==> src/design/ldu_cfg.svh <==
// Purpose: Constants of the link diagnostics unit: register offsets, fields, reset values, timing.
// Assumes: 25 MHz device clock; five-bit register addresses delivered by the management frame decoder.
// Notes: Included by every design file of the unit except the package.
`ifndef LDU_CFG_SVH
`define LDU_CFG_SVH

// ----------------------------------------------------------------
// Register offsets
// ----------------------------------------------------------------
`define LDU_PHY_STATUS_ADDR  5'h10
`define LDU_INT_CTRL_ADDR    5'h11
`define LDU_INT_STAT_ADDR    5'h12
`define LDU_PAGE_ADDR        5'h13
`define LDU_LEN_ADDR         5'h14
`define LDU_FREQ_ADDR        5'h15
`define LDU_TEST_ADDR        5'h16
`define LDU_VAR_CTRL_ADDR    5'h1A
`define LDU_VAR_DATA_ADDR    5'h1B
`define LDU_LQM_ADDR         5'h1D
`define LDU_LQD_ADDR         5'h1E
`define LDU_DIAG_PAGE        3'h2

// ----------------------------------------------------------------
// Field positions
// ----------------------------------------------------------------
`define LDU_LINK_BIT    0
`define LDU_SPEED10_BIT 1
`define LDU_POL_BIT     12
`define LDU_MDIX_BIT    14
`define LDU_TEN_POL_BIT 4
`define LDU_INT_OE_BIT  0
`define LDU_INTEN_BIT   1
`define LDU_LQ_MASK_BIT 7
`define LDU_LQ_STAT_BIT 15
`define LDU_FREQ_SEL_BIT 8
`define LDU_VAR_RDY_BIT 15
`define LDU_LQM_EN_BIT  15
`define LDU_LQD_SMP_BIT 13
`define LDU_LQD_WR_BIT  12
`define LDU_LQD_HI_BIT  8
`define LDU_TST_EN_BIT  15
`define LDU_TST_100_BIT 14
`define LDU_TST_TXP_BIT 13
`define LDU_TST_RXP_BIT 12
`define LDU_TST_GO_BIT  11
`define LDU_TST_WIDE_BIT 6

// ----------------------------------------------------------------
// Reset values and timing
// ----------------------------------------------------------------
`define LDU_SMAX 8'h7F
`define LDU_SMIN 8'h80
`define LDU_UMAX 8'hFF
`define LDU_UMIN 8'h00
`define LDU_CLK_MHZ 25
`define LDU_MS_NS 1000000
`define LDU_MS_CYCLES ((`LDU_MS_NS * `LDU_CLK_MHZ) / 1000)
`define LDU_SHORT_NS 50
`define LDU_LONG_NS 100
`define LDU_SHORT_CYC ((`LDU_SHORT_NS * `LDU_CLK_MHZ + 999) / 1000)
`define LDU_LONG_CYC ((`LDU_LONG_NS * `LDU_CLK_MHZ + 999) / 1000)

`endif

==> src/design/ldu_pkg.sv <==
// Purpose: Types shared by the link diagnostics unit.
// Assumes: Nothing beyond the configuration header.
// Notes: Pulse generator states are Gray coded along idle, fire, done.
package ldu_pkg;
	typedef logic [7:0] ldu_byte_t;
	typedef enum logic [1:0] {
		LDU_PG_IDLE = 2'b00,
		LDU_PG_FIRE = 2'b01,
		LDU_PG_DONE = 2'b11
	} ldu_pulse_state_t;
endpackage : ldu_pkg

==> src/design/ldu_diag.sv <==
// Purpose: Link diagnostics unit of one port: linked cable status, quality monitor, variance sum, cable test.
// Assumes: Register accesses arrive from the management frame decoder on the device clock; DSP values are synchronous.
// Notes: Read data is registered and valid the cycle after the read strobe.
`include "ldu_cfg.svh"
module ldu_diag
	import ldu_pkg::*;
#(
	parameter int MS_CYCLES = `LDU_MS_CYCLES
)
(
	input  wire logic        clk,
	input  wire logic        rst_n,
	input  wire logic [4:0]  reg_addr,
	input  wire logic [15:0] reg_wdata,
	input  wire logic        reg_wr,
	input  wire logic        reg_rd,
	output logic      [15:0] reg_rdata,
	input  wire logic        link_valid,
	input  wire logic        speed_100,
	input  wire logic        an_mode,
	input  wire logic        pol_inverted,
	input  wire logic        mdix_active,
	input  wire ldu_byte_t   cable_length_raw,
	input  wire ldu_byte_t   freq_offset_raw,
	input  wire ldu_byte_t   frequency_control_value,
	input  wire ldu_byte_t   equalizer_coefficient,
	input  wire ldu_byte_t   adaptive_gain_value,
	input  wire ldu_byte_t   baseline_wander_value,
	input  wire logic [15:0] error_square,
	output logic             int_n,
	output logic             test_enable,
	output logic             tx_on_rx_pair,
	output logic             rx_on_rx_pair,
	output logic             drive_100,
	output logic             drive_pos,
	output logic             drive_neg,
	output logic      [2:0]  width_code,
	output logic             monitor_start
);
	// ----------------------------------------------------------------
	// Helpers
	// ----------------------------------------------------------------

	// Strict comparison, signed for all parameters except gain.
	function automatic logic ldu_exceeds(input ldu_byte_t a, input ldu_byte_t b, input logic sgn);
		ldu_exceeds = sgn ? ($signed(a) > $signed(b)) : (a > b);
	endfunction : ldu_exceeds

	// ----------------------------------------------------------------
	// Register state
	// ----------------------------------------------------------------
	logic [2:0]  page;
	logic        int_oe;
	logic        inten;
	logic [7:0]  int_mask;
	logic        lq_pending;
	logic        freq_sel;
	logic [15:0] test_ctrl;
	logic [1:0]  var_timer;
	logic        var_ready;
	logic        lqm_en;
	logic [2:0]  lq_sel;
	logic        lq_hi;
	logic        lq_sample_mode;
	ldu_byte_t   lq_sample;
	logic [9:0]  lq_flags;
	logic [31:0] var_acc;
	logic [31:0] var_sum;
	logic [15:0] var_hi_hold;
	logic        var_hi_next;
	logic [15:0] ms_cnt;
	logic [2:0]  ms_num;
	logic [15:0] next_rdata;
	logic        diag_page;
	logic        wr_hit_lqd;
	logic        rd_lqm;
	logic        rd_var;
	logic        rd_interrupt_status_mask_reg;
	logic        cmp_en;
	logic        link_100;
	logic        pol_valid;
	logic        pg_busy;
	logic        test_go;
	logic [9:0]  set_flags;
	logic [79:0] thr_flat;
	ldu_byte_t   thr_rd;
	ldu_byte_t   par [5];

	// Decode of the page 2 window; shared addresses fall through to page 0 otherwise.
	assign diag_page = (page == `LDU_DIAG_PAGE);
	assign link_100 = link_valid && speed_100;
	assign pol_valid = !speed_100 || an_mode;
	assign cmp_en = lqm_en && link_100;
	assign wr_hit_lqd = reg_wr && diag_page && reg_addr == `LDU_LQD_ADDR;
	assign rd_lqm = reg_rd && diag_page && reg_addr == `LDU_LQM_ADDR;
	assign rd_var = reg_rd && diag_page && reg_addr == `LDU_VAR_DATA_ADDR;
	assign rd_interrupt_status_mask_reg = reg_rd && reg_addr == `LDU_INT_STAT_ADDR;
	assign test_go = reg_wr && diag_page && reg_addr == `LDU_TEST_ADDR &&
		reg_wdata[`LDU_TST_GO_BIT] && reg_wdata[`LDU_TST_EN_BIT];

	// Monitored values in select order: equalizer, gain, baseline wander, offset, control.
	assign par[0] = equalizer_coefficient;
	assign par[1] = adaptive_gain_value;
	assign par[2] = baseline_wander_value;
	assign par[3] = freq_offset_raw;
	assign par[4] = frequency_control_value;

	// ----------------------------------------------------------------
	// Control registers
	// ----------------------------------------------------------------

	// Page, interrupt control and mask.
	always_ff @(posedge clk or negedge rst_n) begin
		if (!rst_n) begin
			page <= 3'd0;
			int_oe <= 1'b0;
			inten <= 1'b0;
			int_mask <= 8'h00;
		end else if (reg_wr) begin
			if (reg_addr == `LDU_PAGE_ADDR) begin
				page <= reg_wdata[2:0];
			end
			if (reg_addr == `LDU_INT_CTRL_ADDR) begin
				int_oe <= reg_wdata[`LDU_INT_OE_BIT];
				inten <= reg_wdata[`LDU_INTEN_BIT];
			end
			if (reg_addr == `LDU_INT_STAT_ADDR) begin
				int_mask <= reg_wdata[7:0];
			end
		end
	end

	// Page 2 configuration: offset source, cable test, variance interval, monitor enable.
	always_ff @(posedge clk or negedge rst_n) begin
		if (!rst_n) begin
			freq_sel <= 1'b0;
			test_ctrl <= 16'h0000;
			var_timer <= 2'd0;
			lqm_en <= 1'b0;
		end else if (reg_wr && diag_page) begin
			if (reg_addr == `LDU_FREQ_ADDR) begin
				freq_sel <= reg_wdata[`LDU_FREQ_SEL_BIT];
			end
			if (reg_addr == `LDU_TEST_ADDR) begin
				test_ctrl <= reg_wdata & 16'hF7FF; // The send bit self-clears; busy reads in its place.
			end
			if (reg_addr == `LDU_VAR_CTRL_ADDR) begin
				var_timer <= reg_wdata[2:1];
			end
			if (reg_addr == `LDU_LQM_ADDR) begin
				lqm_en <= reg_wdata[`LDU_LQM_EN_BIT];
			end
		end
	end

	// Indirect data register: select, side, and an optional live sample.
	always_ff @(posedge clk or negedge rst_n) begin
		if (!rst_n) begin
			lq_sel <= 3'd0;
			lq_hi <= 1'b0;
			lq_sample_mode <= 1'b0;
			lq_sample <= 8'h00;
		end else if (wr_hit_lqd) begin
			lq_sel <= reg_wdata[11:9];
			lq_hi <= reg_wdata[`LDU_LQD_HI_BIT];
			lq_sample_mode <= reg_wdata[`LDU_LQD_SMP_BIT];
			if (reg_wdata[`LDU_LQD_SMP_BIT]) begin
				lq_sample <= (reg_wdata[11:9] < 3'd5) ? par[reg_wdata[11:9]] : 8'h00;
			end
		end
	end

	ldu_thr_mem u_thr (
		.clk      (clk),
		.rst_n    (rst_n),
		.wr_en    (wr_hit_lqd && reg_wdata[`LDU_LQD_WR_BIT] && !reg_wdata[`LDU_LQD_SMP_BIT]),
		.wr_addr  ({reg_wdata[11:9], reg_wdata[`LDU_LQD_HI_BIT]}),
		.wr_data  (reg_wdata[7:0]),
		.rd_addr  ({lq_sel, lq_hi}),
		.rd_data  (thr_rd),
		.thr_flat (thr_flat)
	);

	// ----------------------------------------------------------------
	// Link quality monitor
	// ----------------------------------------------------------------

	// Two comparators per value; a window exit sets the low or high flag.
	for (genvar p = 0; p < 5; p++) begin : g_cmp
		localparam logic SGN = (p != 1);
		assign set_flags[2*p] = cmp_en && ldu_exceeds(thr_flat[(2*p)*8 +: 8], par[p], SGN);
		assign set_flags[2*p+1] = cmp_en && ldu_exceeds(par[p], thr_flat[(2*p+1)*8 +: 8], SGN);
	end

	// Flags stick until the status is read; a new exit in the read cycle survives.
	always_ff @(posedge clk or negedge rst_n) begin
		if (!rst_n) begin
			lq_flags <= 10'h000;
		end else begin
			lq_flags <= (rd_lqm ? 10'h000 : lq_flags) | set_flags;
		end
	end

	// Pending bit and pin; the pin only asserts when both enables and the mask allow it.
	always_ff @(posedge clk or negedge rst_n) begin
		if (!rst_n) begin
			lq_pending <= 1'b0;
			int_n <= 1'b1;
		end else begin
			lq_pending <= (rd_interrupt_status_mask_reg ? 1'b0 : lq_pending) | ((|set_flags) && int_mask[`LDU_LQ_MASK_BIT]);
			int_n <= !(int_oe && inten && lq_pending);
		end
	end

	// ----------------------------------------------------------------
	// Variance sum
	// ----------------------------------------------------------------

	// Millisecond tick and interval count; the sum restarts whenever the 100 Mb link drops.
	always_ff @(posedge clk or negedge rst_n) begin
		if (!rst_n) begin
			ms_cnt <= 16'd0;
			ms_num <= 3'd0;
			var_acc <= 32'd0;
			var_sum <= 32'd0;
			var_ready <= 1'b0;
		end else begin
			if (!link_100) begin
				ms_cnt <= 16'd0;
				ms_num <= 3'd0;
				var_acc <= 32'd0;
			end else if (ms_cnt == 16'(MS_CYCLES - 1)) begin
				ms_cnt <= 16'd0;
				if (ms_num == {var_timer, 1'b1}) begin
					ms_num <= 3'd0;
					var_sum <= var_acc + 32'(error_square);
					var_acc <= 32'd0;
				end else begin
					ms_num <= ms_num + 3'd1;
					var_acc <= var_acc + 32'(error_square);
				end
			end else begin
				ms_cnt <= ms_cnt + 16'd1;
				var_acc <= var_acc + 32'(error_square);
			end
			var_ready <= (rd_var && var_hi_next ? 1'b0 : var_ready) |
				(link_100 && ms_cnt == 16'(MS_CYCLES - 1) && ms_num == {var_timer, 1'b1});
		end
	end

	// First read returns the low half and freezes the high half for the second read.
	always_ff @(posedge clk or negedge rst_n) begin
		if (!rst_n) begin
			var_hi_next <= 1'b0;
			var_hi_hold <= 16'h0000;
		end else if (rd_var) begin
			var_hi_next <= !var_hi_next;
			if (!var_hi_next) begin
				var_hi_hold <= var_sum[31:16];
			end
		end
	end

	// ----------------------------------------------------------------
	// Cable test pulse generator
	// ----------------------------------------------------------------
	assign test_enable = test_ctrl[`LDU_TST_EN_BIT];
	assign drive_100 = test_ctrl[`LDU_TST_100_BIT];
	assign tx_on_rx_pair = test_ctrl[`LDU_TST_TXP_BIT];
	assign rx_on_rx_pair = test_ctrl[`LDU_TST_RXP_BIT];

	ldu_pulse_gen u_pulse (
		.clk           (clk),
		.rst_n         (rst_n),
		.send          (test_go),
		.mode_100      (reg_wdata[`LDU_TST_100_BIT]),
		.wide_10       (reg_wdata[`LDU_TST_WIDE_BIT]),
		.width         (reg_wdata[10:8]),
		.drive_pos     (drive_pos),
		.drive_neg     (drive_neg),
		.width_code    (width_code),
		.monitor_start (monitor_start),
		.busy          (pg_busy)
	);

	// ----------------------------------------------------------------
	// Read path
	// ----------------------------------------------------------------

	// Read mux; unmapped or off-page addresses read zero, except 0x1A, which shows the 10 Mb polarity bit off page 2.
	always_comb begin
		next_rdata = 16'h0000;
		unique case (reg_addr)
			`LDU_PHY_STATUS_ADDR: begin
				next_rdata[`LDU_LINK_BIT] = link_valid;
				next_rdata[`LDU_SPEED10_BIT] = !speed_100;
				next_rdata[`LDU_POL_BIT] = pol_inverted && pol_valid;
				next_rdata[`LDU_MDIX_BIT] = mdix_active;
			end
			`LDU_INT_CTRL_ADDR: next_rdata = {14'h0, inten, int_oe};
			`LDU_INT_STAT_ADDR: next_rdata = {lq_pending, 7'h00, int_mask};
			`LDU_PAGE_ADDR: next_rdata = {13'h0, page};
			`LDU_LEN_ADDR: next_rdata = (diag_page && link_100) ? {8'h00, cable_length_raw} : 16'h0000;
			`LDU_FREQ_ADDR: begin
				if (diag_page && link_100) begin
					next_rdata = {7'h00, freq_sel, freq_sel ? frequency_control_value : freq_offset_raw};
				end
			end
			`LDU_TEST_ADDR: next_rdata = diag_page ? (test_ctrl | {4'h0, pg_busy, 11'h000}) : 16'h0000;
			`LDU_VAR_CTRL_ADDR: begin
				if (diag_page) begin
					next_rdata = {var_ready, 12'h000, var_timer, 1'b0};
				end else begin
					next_rdata[`LDU_TEN_POL_BIT] = pol_inverted && pol_valid;
				end
			end
			`LDU_VAR_DATA_ADDR: begin
				if (diag_page) begin
					next_rdata = var_hi_next ? var_hi_hold : var_sum[15:0];
				end
			end
			`LDU_LQM_ADDR: next_rdata = diag_page ? {lqm_en, 5'h00, lq_flags} : 16'h0000;
			`LDU_LQD_ADDR: begin
				if (diag_page) begin
					next_rdata = {2'b00, lq_sample_mode, 1'b0, lq_sel, lq_hi, lq_sample_mode ? lq_sample : thr_rd};
				end
			end
			default: next_rdata = 16'h0000;
		endcase
	end

	// Read data register, loaded on the read strobe only.
	always_ff @(posedge clk or negedge rst_n) begin
		if (!rst_n) begin
			reg_rdata <= 16'h0000;
		end else if (reg_rd) begin
			reg_rdata <= next_rdata;
		end
	end

	// ----------------------------------------------------------------
	// Checks
	// ----------------------------------------------------------------
	chk_pol_gate: assert property (@(posedge clk) disable iff (!rst_n)
		(reg_rd && reg_addr == `LDU_PHY_STATUS_ADDR && speed_100 && !an_mode) |=> !reg_rdata[`LDU_POL_BIT])
		else $error("Polarity reported in forced 100 Mb mode.");
	chk_mdix_bit: assert property (@(posedge clk) disable iff (!rst_n)
		(reg_rd && reg_addr == `LDU_PHY_STATUS_ADDR) |=> reg_rdata[`LDU_MDIX_BIT] == $past(mdix_active))
		else $error("Crossover bit does not follow the pair state.");
	chk_len_gate: assert property (@(posedge clk) disable iff (!rst_n)
		(reg_rd && reg_addr == `LDU_LEN_ADDR && !link_100) |=> reg_rdata == 16'h0000)
		else $error("Cable length shown without a 100 Mb link.");
	chk_var_halves: assert property (@(posedge clk) disable iff (!rst_n)
		(rd_var && !var_hi_next) |=> (reg_rdata == $past(var_sum[15:0]) && var_hi_hold == $past(var_sum[31:16])))
		else $error("Variance low half or frozen high half wrong.");
	chk_no_equal: assert property (@(posedge clk) disable iff (!rst_n)
		(adaptive_gain_value == thr_flat[31:24]) |-> !set_flags[3])
		else $error("Gain warning raised at equality.");
	chk_flag_sticky: assert property (@(posedge clk) disable iff (!rst_n)
		(lq_flags != 10'h000 && !rd_lqm) |=> ((lq_flags & $past(lq_flags)) == $past(lq_flags)))
		else $error("Warning flag dropped without a status read.");
	chk_cmp_off: assert property (@(posedge clk) disable iff (!rst_n)
		!cmp_en |-> set_flags == 10'h000)
		else $error("Comparison ran while monitor disabled or link down.");
	chk_int_gate: assert property (@(posedge clk) disable iff (!rst_n)
		!inten |=> int_n)
		else $error("Interrupt pin asserted while interrupts disabled.");
	chk_int_rise: assert property (@(posedge clk) disable iff (!rst_n)
		(int_oe && inten && lq_pending) |=> !int_n)
		else $error("Enabled pending warning did not assert the pin.");
endmodule : ldu_diag

==> src/design/ldu_thr_mem.sv <==
// Purpose: Threshold store of the link quality monitor, ten bytes indexed by parameter and side.
// Assumes: Index is parameter times two plus one for the high side.
// Notes: All entries are visible at once for the comparators; the read port is registered.
`include "ldu_cfg.svh"
module ldu_thr_mem
	import ldu_pkg::*;
(
	input  wire logic        clk,
	input  wire logic        rst_n,
	input  wire logic        wr_en,
	input  wire logic [3:0]  wr_addr,
	input  wire ldu_byte_t   wr_data,
	input  wire logic [3:0]  rd_addr,
	output ldu_byte_t        rd_data,
	output logic      [79:0] thr_flat
);
	logic [79:0] reset_flat;

	// Each entry resets to its range limit, so no comparison fires until software programs it.
	for (genvar i = 0; i < 10; i++) begin : g_entry
		localparam ldu_byte_t RST = (i % 2 == 1) ? ((i / 2 == 1) ? `LDU_UMAX : `LDU_SMAX) :
			((i / 2 == 1) ? `LDU_UMIN : `LDU_SMIN);
		assign reset_flat[i*8 +: 8] = RST;
		always_ff @(posedge clk or negedge rst_n) begin
			if (!rst_n) begin
				thr_flat[i*8 +: 8] <= RST;
			end else if (wr_en && wr_addr == 4'(i)) begin
				thr_flat[i*8 +: 8] <= wr_data;
			end
		end
	end

	// Registered read; indices past the last entry read as zero.
	always_ff @(posedge clk or negedge rst_n) begin
		if (!rst_n) begin
			rd_data <= 8'h00;
		end else begin
			rd_data <= (rd_addr < 4'hA) ? thr_flat[rd_addr*8 +: 8] : 8'h00;
		end
	end

	chk_thr_reset: assert property (@(posedge clk) $rose(rst_n) |-> thr_flat == reset_flat)
		else $error("Thresholds not at range limits after reset.");
endmodule : ldu_thr_mem

==> src/design/ldu_pulse_gen.sv <==
// Purpose: Cable test pulse generator, driving the 10 Mb or 100 Mb common driver.
// Assumes: The 100 Mb driver times the width code in 8 ns steps itself; this clock is too slow for that.
// Notes: A send in idle always starts the response monitor, even for a zero width; a send while busy is ignored.
`include "ldu_cfg.svh"
module ldu_pulse_gen
	import ldu_pkg::*;
(
	input  wire logic       clk,
	input  wire logic       rst_n,
	input  wire logic       send,
	input  wire logic       mode_100,
	input  wire logic       wide_10,
	input  wire logic [2:0] width,
	output logic            drive_pos,
	output logic            drive_neg,
	output logic [2:0]      width_code,
	output logic            monitor_start,
	output logic            busy
);
	ldu_pulse_state_t state;
	logic [1:0]       cnt;
	logic             neg_next;

	assign busy = (state != LDU_PG_IDLE);

	// Sequencer: fire for the pulse length, then one idle cycle before the next send.
	always_ff @(posedge clk or negedge rst_n) begin
		if (!rst_n) begin
			state <= LDU_PG_IDLE;
			cnt <= 2'd0;
			monitor_start <= 1'b0;
		end else begin
			monitor_start <= 1'b0;
			unique case (state)
				LDU_PG_IDLE: begin
					if (send) begin
						monitor_start <= 1'b1;
						if (width != 3'd0) begin
							state <= LDU_PG_FIRE;
							cnt <= mode_100 ? 2'd0 : (wide_10 ? 2'(`LDU_LONG_CYC - 1) : 2'(`LDU_SHORT_CYC - 1));
						end
					end
				end
				LDU_PG_FIRE: begin
					if (cnt == 2'd0) begin
						state <= LDU_PG_DONE;
					end else begin
						cnt <= cnt - 2'd1;
					end
				end
				LDU_PG_DONE: state <= LDU_PG_IDLE;
				default: state <= LDU_PG_IDLE;
			endcase
		end
	end

	// Driver outputs; 100 Mb pulses swap sign each time, link pulses are always positive.
	always_ff @(posedge clk or negedge rst_n) begin
		if (!rst_n) begin
			drive_pos <= 1'b0;
			drive_neg <= 1'b0;
			width_code <= 3'd0;
			neg_next <= 1'b0;
		end else if (state == LDU_PG_IDLE && send && width != 3'd0) begin
			drive_pos <= !(mode_100 && neg_next);
			drive_neg <= mode_100 && neg_next;
			width_code <= width;
			neg_next <= mode_100 ? !neg_next : neg_next;
		end else if (state == LDU_PG_FIRE && cnt == 2'd0) begin
			drive_pos <= 1'b0;
			drive_neg <= 1'b0;
		end
	end

	chk_zero_width: assert property (@(posedge clk) disable iff (!rst_n)
		(state == LDU_PG_IDLE && send && width == 3'd0) |=> (monitor_start && !drive_pos && !drive_neg && !busy))
		else $error("Zero width send drove a pulse or missed monitor start.");
	chk_alt_sign: assert property (@(posedge clk) disable iff (!rst_n)
		(state == LDU_PG_IDLE && send && width != 3'd0 && mode_100) |=>
		(drive_pos != $past(neg_next) && neg_next != $past(neg_next)))
		else $error("100 Mb pulse sign did not alternate.");
endmodule : ldu_pulse_gen

==> config.mk <==
export PLATFORM = sky130hd
export DESIGN_NAME = ldu_diag
export DESIGN_NICKNAME = d
export VERILOG_FILES = /design/src/design/ldu_pkg.sv /design/src/design/ldu_diag.sv /design/src/design/ldu_thr_mem.sv /design/src/design/ldu_pulse_gen.sv
export VERILOG_INCLUDE_DIRS = /design/src /design/src/design
export SDC_FILE = /design/constraint.sdc
export NUM_CORES = 1
export LEC_CHECK = 0
export CAP_MARGIN = 0
export CORE_ASPECT_RATIO = 0.8
export CORE_MARGIN = 4
export CORE_UTILIZATION = 60
export CTS_BUF_LIST = sky130_fd_sc_hd__clkbuf_4
export CTS_CLUSTER_DIAMETER = 120
export DETAILED_ROUTE_END_ITERATION = 10
export DONT_BUFFER_PORTS = 1
export PLACE_DENSITY_LB_ADDON = 0.12
export SLEW_MARGIN = 10
export SYNTH_ARGS = -nofsm -noshare
export SYNTH_HDL_FRONTEND = slang
export SYNTH_SLANG_ARGS = --single-unit
export TNS_END_PERCENT = 30
==> constraint.sdc <==
create_clock -name clk -period 2.6 [get_ports clk]
set_input_delay 0.26 -clock clk [delete_from_list [all_inputs] [get_ports clk]]
set_output_delay 0.26 -clock clk [all_outputs]
set_load 0.01 [all_outputs]
Yosys cells after proc, flatten, opt, wreduce, memory -nomap -nowiden
Index checks and enable logic that the tools add are counted.
- word-level logic and storage cells: 216
- input bits: 94
- register bits after elaboration: 273
- output and inout port bits: 27
- reduce and logical (&&, ||, !) cells: 73
- bitwise operators: 6
- $lt $le $gt $ge: 13
- equal/unequal tests: 29
- muxes and demuxes: 49
- shift operators: 1
- $add $sub $neg: 4
- operator list (operator ; count):
    two-way mux 16 bit ; 6
    two-way mux 32 bit ; 3
    one-hot mux 10 bit (9 select lines) ; 1
    > comparator 8 bit ; 10
    indexed part select 80 x 8 -> 8 bit ; 1
    two-way mux 8 bit ; 7
    equality test 5 bit, second input constant ; 11
    logical AND 1 bit ; 45
    adder 32 x 16 -> 32 bit ; 1
    binary-select mux 8 bit (select 3 bit) ; 1
    one-hot mux 1 bit (8 select lines) ; 3
    one-hot mux 2 bit (11 select lines) ; 1
    AND reduction 2 bit ; 10
    adder 16 x 1 -> 16 bit, second input constant ; 1
    equality test 16 x 15 -> 1 bit, second input constant ; 1
    equality test 4 x 3 -> 1 bit, second input constant ; 4
    two-way mux 2 bit ; 8
    bitwise OR 16 x 12 -> 16 bit ; 1
    two-way mux 14 bit ; 1
    two-way mux 3 bit ; 4
    two-way mux 11 bit ; 1
    two-way mux 10 bit ; 1
    bitwise OR 10 bit ; 1
    OR reduction 10 bit ; 1
    other kinds (28) ; 51

Longest topological paths before layout
- word-level depth: 8
- depth in mapped cells: 10
- depth with buffers taken out: 10

By module
From an unflattened synthesis, not the netlist that was laid out.
- cell total of the unflattened synthesis: 1494
- area, all modules: 15457.3 um^2
- modules (own cells, without submodules) (module ; cells each ; seq. area each (um^2) ; area an instance (um^2) ; times used):
    ldu_diag ; 1165 ; 4355.4 ; 10839.1 ; 1
    ldu_thr_mem ; 282 ; 2252.2 ; 4085.2 ; 1
    ldu_pulse_gen ; 47 ; 275.3 ; 533.0 ; 1

Least setup slack after synthesis
OpenSTA, ideal clock, no wires.
- path type: register -> register
- start: reg var_acc[0]
- end: reg var_sum[30]
- library setup time: 83 ps
- clock period less this slack: 2455 ps
- stages on the path, launching flop included: 11
- setup slack: 145 ps
- data required time: 2517 ps
- data arrival time: 2372 ps
- path buffers: 0
- cells stage by stage: dfrtp_1 -> ha_1 -> inv_1 -> fa_1 -> nor2b_1 -> o31a_1 -> o2111ai_1 -> a211oi_1 -> o2111ai_1 -> xor2_1 -> o21ai_0
- longest elaborated chain between the ends: 1
- ends and longest elaborated chain (element ; line ; text):
    start, declared ; ldu_diag.sv:67 ; logic [31:0] var_acc;
    start signal, assigned ; ldu_diag.sv:240 ; var_acc <= var_acc + 32'(error_square);
    start signal, assigned ; ldu_diag.sv:244 ; var_acc <= var_acc + 32'(error_square);
    adder 32 x 16 -> 32 bit ; ldu_diag.sv:236 ; var_sum <= var_acc + 32'(error_square);
    end signal, assigned ; ldu_diag.sv:236 ;
    end, declared ; ldu_diag.sv:68 ; logic [31:0] var_sum;
Every way passes these cells.
A chain may end at the register's enable or synchronous reset.

Worst setup path in the final report
- start: reg page[2]
- end: reg u_thr.thr_flat[52]
- longest elaborated chain between the ends: 6
- ends and longest elaborated chain (element ; line ; text):
    start, declared ; ldu_diag.sv:52 ; logic [2:0] page;
    start signal, assigned ; ldu_diag.sv:121 ; page <= reg_wdata[2:0];
    equality test 3 x 2 -> 1 bit (no source line) ; - ;
    logical AND 1 bit ; ldu_diag.sv:94 ; assign wr_hit_lqd = reg_wr && diag_page && reg_addr == `LDU_LQD_ADDR;
    logical AND 1 bit (no source line) ; - ;
    logical AND 1 bit (2 in a row) ; ldu_diag.sv:176 ; .wr_en (wr_hit_lqd && reg_wdata[`LDU_LQD_WR_BIT] && !reg_wdata[`LDU_LQD_SMP_BIT]),
    logical AND 1 bit ; ldu_thr_mem.sv:27 ; end else if (wr_en && wr_addr == 4'(i)) begin
    end signal, assigned by index ; ldu_thr_mem.sv:28 ; thr_flat[i*8 +: 8] <= wr_data;
    end, declared ; ldu_thr_mem.sv:15 ; output logic [79:0] thr_flat
Every way passes these cells.

==> results.py <==
metrics = {
    "worst_setup_path": {
        "crit_type": "reg -> reg",
        "cp.required_ns": 3.23,
        "arrival_ns": 3.14,
        "critPathMaxFanout": 3,
        "r2r_slack_ns": 0.09,
        "startpoint_type": "flip-flop",
        "crit_path_end_kind": "flip-flop",
    },
    "logic_synthesis": {
        "ys.flop_type": "dfrtp_1",
        "synth_cell_types": 72,
        "synth_nets": 1637,
        "syn_avg_cell_area_um2": 10.7,
        "synthArstFlopShare_pct": 100,
        "synth_edf_count": 0,
        "netlist.area_leader.share_pct": 37.7,
        "synth_warnings": 0,
        "yosysSeqAreaShare_pct": 44.7,
        "netlist_instances": 1443,
        "synth_top_area_cell": "dfrtp_1",
        "netlist_top_cells_area": "dfrtp_1 38%, mux2_2 9.9%, ha_1 8.0%",
        "ys_seq_elements": 273,
        "syn_area_mm2": 0.0154,
    },
    "cts": {
        "cts_buffers": 71,
        "cts.sinks": 273,
        "clockBufferDepth": 3,
        "clockRootBuffer": "clkbuf_4",
        "cts_tree": "done",
        "cts.htree.levels": 3,
        "clk_latency_ns": 0.74,
        "cts.clk_slew.worst_paths_ns": 0.07,
    },
    "timing": {
        "fmax_ghz": 0.398,
        "fin_skew_ns": 0.0678,
        "hold_viol_final": 273,
        "period_share_pct": 96.7,
        "tightestPinTransition_ns": 1.18,
        "slew_violations": 0,
        "fin_setup_tns_ns": 0,
        "fin_hold_ws_ns": -0.734,
        "relSlewSlack_pct": 21.2,
        "fin_crit_ns": 2.51,
        "rsz0062_at_grt": "true",
        "layout_setup_ws_ns": 0.0861,
        "setup_viol": 0,
    },
    "pwr": {
        "clock_power_share_pct": 41.0,
        "pwr-share-comb_pct": 11.2,
        "power_switching_share_pct": 26.8,
        "finalPower_mw": 9.47,
        "internal-power_mw": 6.93,
        "seq_power_share_pct": 47.8,
        "power_density_mw_per_mm2": 536,
        "p_leak_nw": 8.24,
        "p_switching_mw": 2.54,
        "ir_worst_vdd_v": 0.000398,
    },
    "die": {
        "start_util_pct": 60.8,
        "die_w_um": 187,
        "dieArea_mm2": 0.0283,
        "design.portCount": 121,
        "rows": 52,
        "core_area_mm2": 0.0253,
        "die_y_um": 151,
    },
    "hold_path": {
        "hp-class": "in -> async",
    },
    "global_route": {
        "antenna_found_initial": 9,
        "grt_pass1_vias": 11830,
        "grt_pass1_wl_mm": 69.6,
        "grt_start_max_net_pins": 274,
        "gr-total-overflow": 0,
        "grt.total_usage_pct": 32.2,
    },
    "run_status": {
        "outcome": "finished, violations left",
        "violations": "negative hold slack",
    },
    "placed_design": {
        "portBuffers": 0,
        "placedCellCount": 1743,
        "gp_congestion": 0.894,
        "dp_worst_setup_slack_ns": 0.0729,
        "place_hpwl_mm": 31.6,
    },
    "route": {
        "drt_wl_total_mm": 46.1,
        "dr.pass1.iters": 6,
        "dr_total_vias": 12248,
        "wl_per_cell_um": 23.6,
        "final_antenna_net_count": 0,
        "routed_via_density": 6.27,
        "drc": 0,
        "first_iter_violations": 1267,
    },
    "run": {
        "drv_cap": 0,
    },
    "final_layout": {
        "area_growth_pct": 14.6,
        "mostFrequentLayoutCells": "232 x dfrtp_1, 135 x mux2_2, 126 x nand2_1",
        "final_common_cell": "dfrtp_1",
        "fin_util_pct": 69.7,
        "layout.cells.non_filler": 1954,
        "fin_nets": 1771,
        "final_layout_size_suffix_gt1_share_pct": 23.9,
    },
}
-- sequential cells by signal (all words and copies together) (netlist names), 2 cells and up --
| name | flops |
|---|---|
| page | 3 |
| u_pulse.state | 2 |
| var_acc | 32 |
| var_hi_hold | 16 |
| lq_sel | 3 |
| lq_sample | 8 |
| int_mask | 8 |
| u_thr.rd_data | 8 |
| var_sum | 32 |
| u_thr.thr_flat | 80 |
| reg_rdata | 16 |
| u_pulse.cnt | 2 |
| u_pulse.width_code | 3 |
| test_ctrl | 15 |
| ms_num | 3 |
| ms_cnt | 16 |
| var_timer | 2 |
| lq_flags | 10 |
-- cell usage after synthesis (9+ instances only) --
| cell type | count |
|---|---|
| a221oi_1 | 15 |
| mux2_2 | 135 |
| nor3_1 | 16 |
| mux2i_1 | 38 |
| nand3_1 | 28 |
| ha_1 | 99 |
| nand2_1 | 127 |
| dfstp_2 | 41 |
| o211ai_1 | 12 |
| a21oi_1 | 70 |
| dfrtp_1 | 232 |
| o21ai_1 | 23 |
| buf_2 | 16 |
| mux4_2 | 25 |
| nand4_1 | 18 |
| and3_1 | 10 |
| nor2b_1 | 13 |
| clkbuf_1 | 35 |
| xor2_1 | 28 |
| xnor2_1 | 19 |
| o2bb2ai_1 | 11 |
| o21ai_0 | 69 |
| a211oi_1 | 9 |
| a21o_1 | 17 |
| nor2_1 | 89 |
| inv_1 | 108 |
-- metal layers --
metal / GRT usage, % / up-vias / wire (um)
li1: - / 5526 / -
met1: 47.9 / 5952 / 20400
met2: 44.4 / 647 / 18600
met3: 11.2 / 115 / 5720
met4: 9.79 / 8 / 1290
met5: 0 / - / 58
-- per-stage QoR --
step / hold WS, ns / cell area [um^2]
finish: -0.734 / 17600
global route: -0.784 / 17600
CTS: -0.798 / 17500
detailed placement: -0.0248 / 15800
global placement: -0.0241 / 15800
floorplan: -0.0356 / 15400
-- path summary, 6_finish.rpt --
kind,startpoint,end,cells after the start
worst max register to register,page[2],u_thr.thr_flat[52],8
worst min register to register,int_oe,int_n,1
min in group clk,reg_wr,int_mask[7],2
max in group asynchronous,rst_n,u_thr.thr_flat[55],0
worst min-delay path,rst_n,var_acc[1],0
worst max-delay path,page[2],u_thr.thr_flat[52],8
-- power by group through the flow --
stage                     registers, mW  logic, mW  clock network (mW)
after floorplan                    4.54      0.707                   0
after global placement             4.59      0.819                   0
after detailed placement           4.59      0.836                   0
after CTS                          4.52       1.02                3.94
after global routing               4.53       1.15                4.17
final                              4.52       1.06                3.88
-- kinds of logic after synthesis --
group / count (synthesis) / synth area share [%]
buffers and inverters: 169 / 4.32
AO/OA/AOI/OAI: 290 / 12.1
multiplexers: 201 / 16.2
AND/OR/NAND/NOR: 363 / 11.9
adder cells (fa/ha/maj): 100 / 8.17
XOR/XNOR: 47 / 2.67
flip-flops: 273 / 44.7
-- final cells by class --
class                   instances  area [um^2]
diodes                          5         12.5
clock buffers                 106          796
clock inverters                15          118
fillers                      1949         7660
inverters                     109          409
multi-input cells            1001         7890
flip-flops and latches        273         6880
well taps                     324          405
repair buffers                121         1130
-- repair_timing --
| action | in CTS | in global routing |
|---|---|---|
| hold endpoints to repair | 453 | 274 |
| setup buffers | 0 | 5 |
| hold buffers | 79 | 1 |
| endpoints found under the setup margin | 0 | 34 |
| gates resized for setup | 0 | 15 |
-- critical path: stages, from the launching register on --
cell and delay (ns):
dfrtp_1 0.42, nor3b_2 0.28, nand2_2 0.16, nor2_4 0.18
nand3_2 0.15, nor3_2 0.27, buf_6 0.13, mux2_2 0.31
dlygate4sd3_1 0.55
Power figures use the tool's default switching activity.
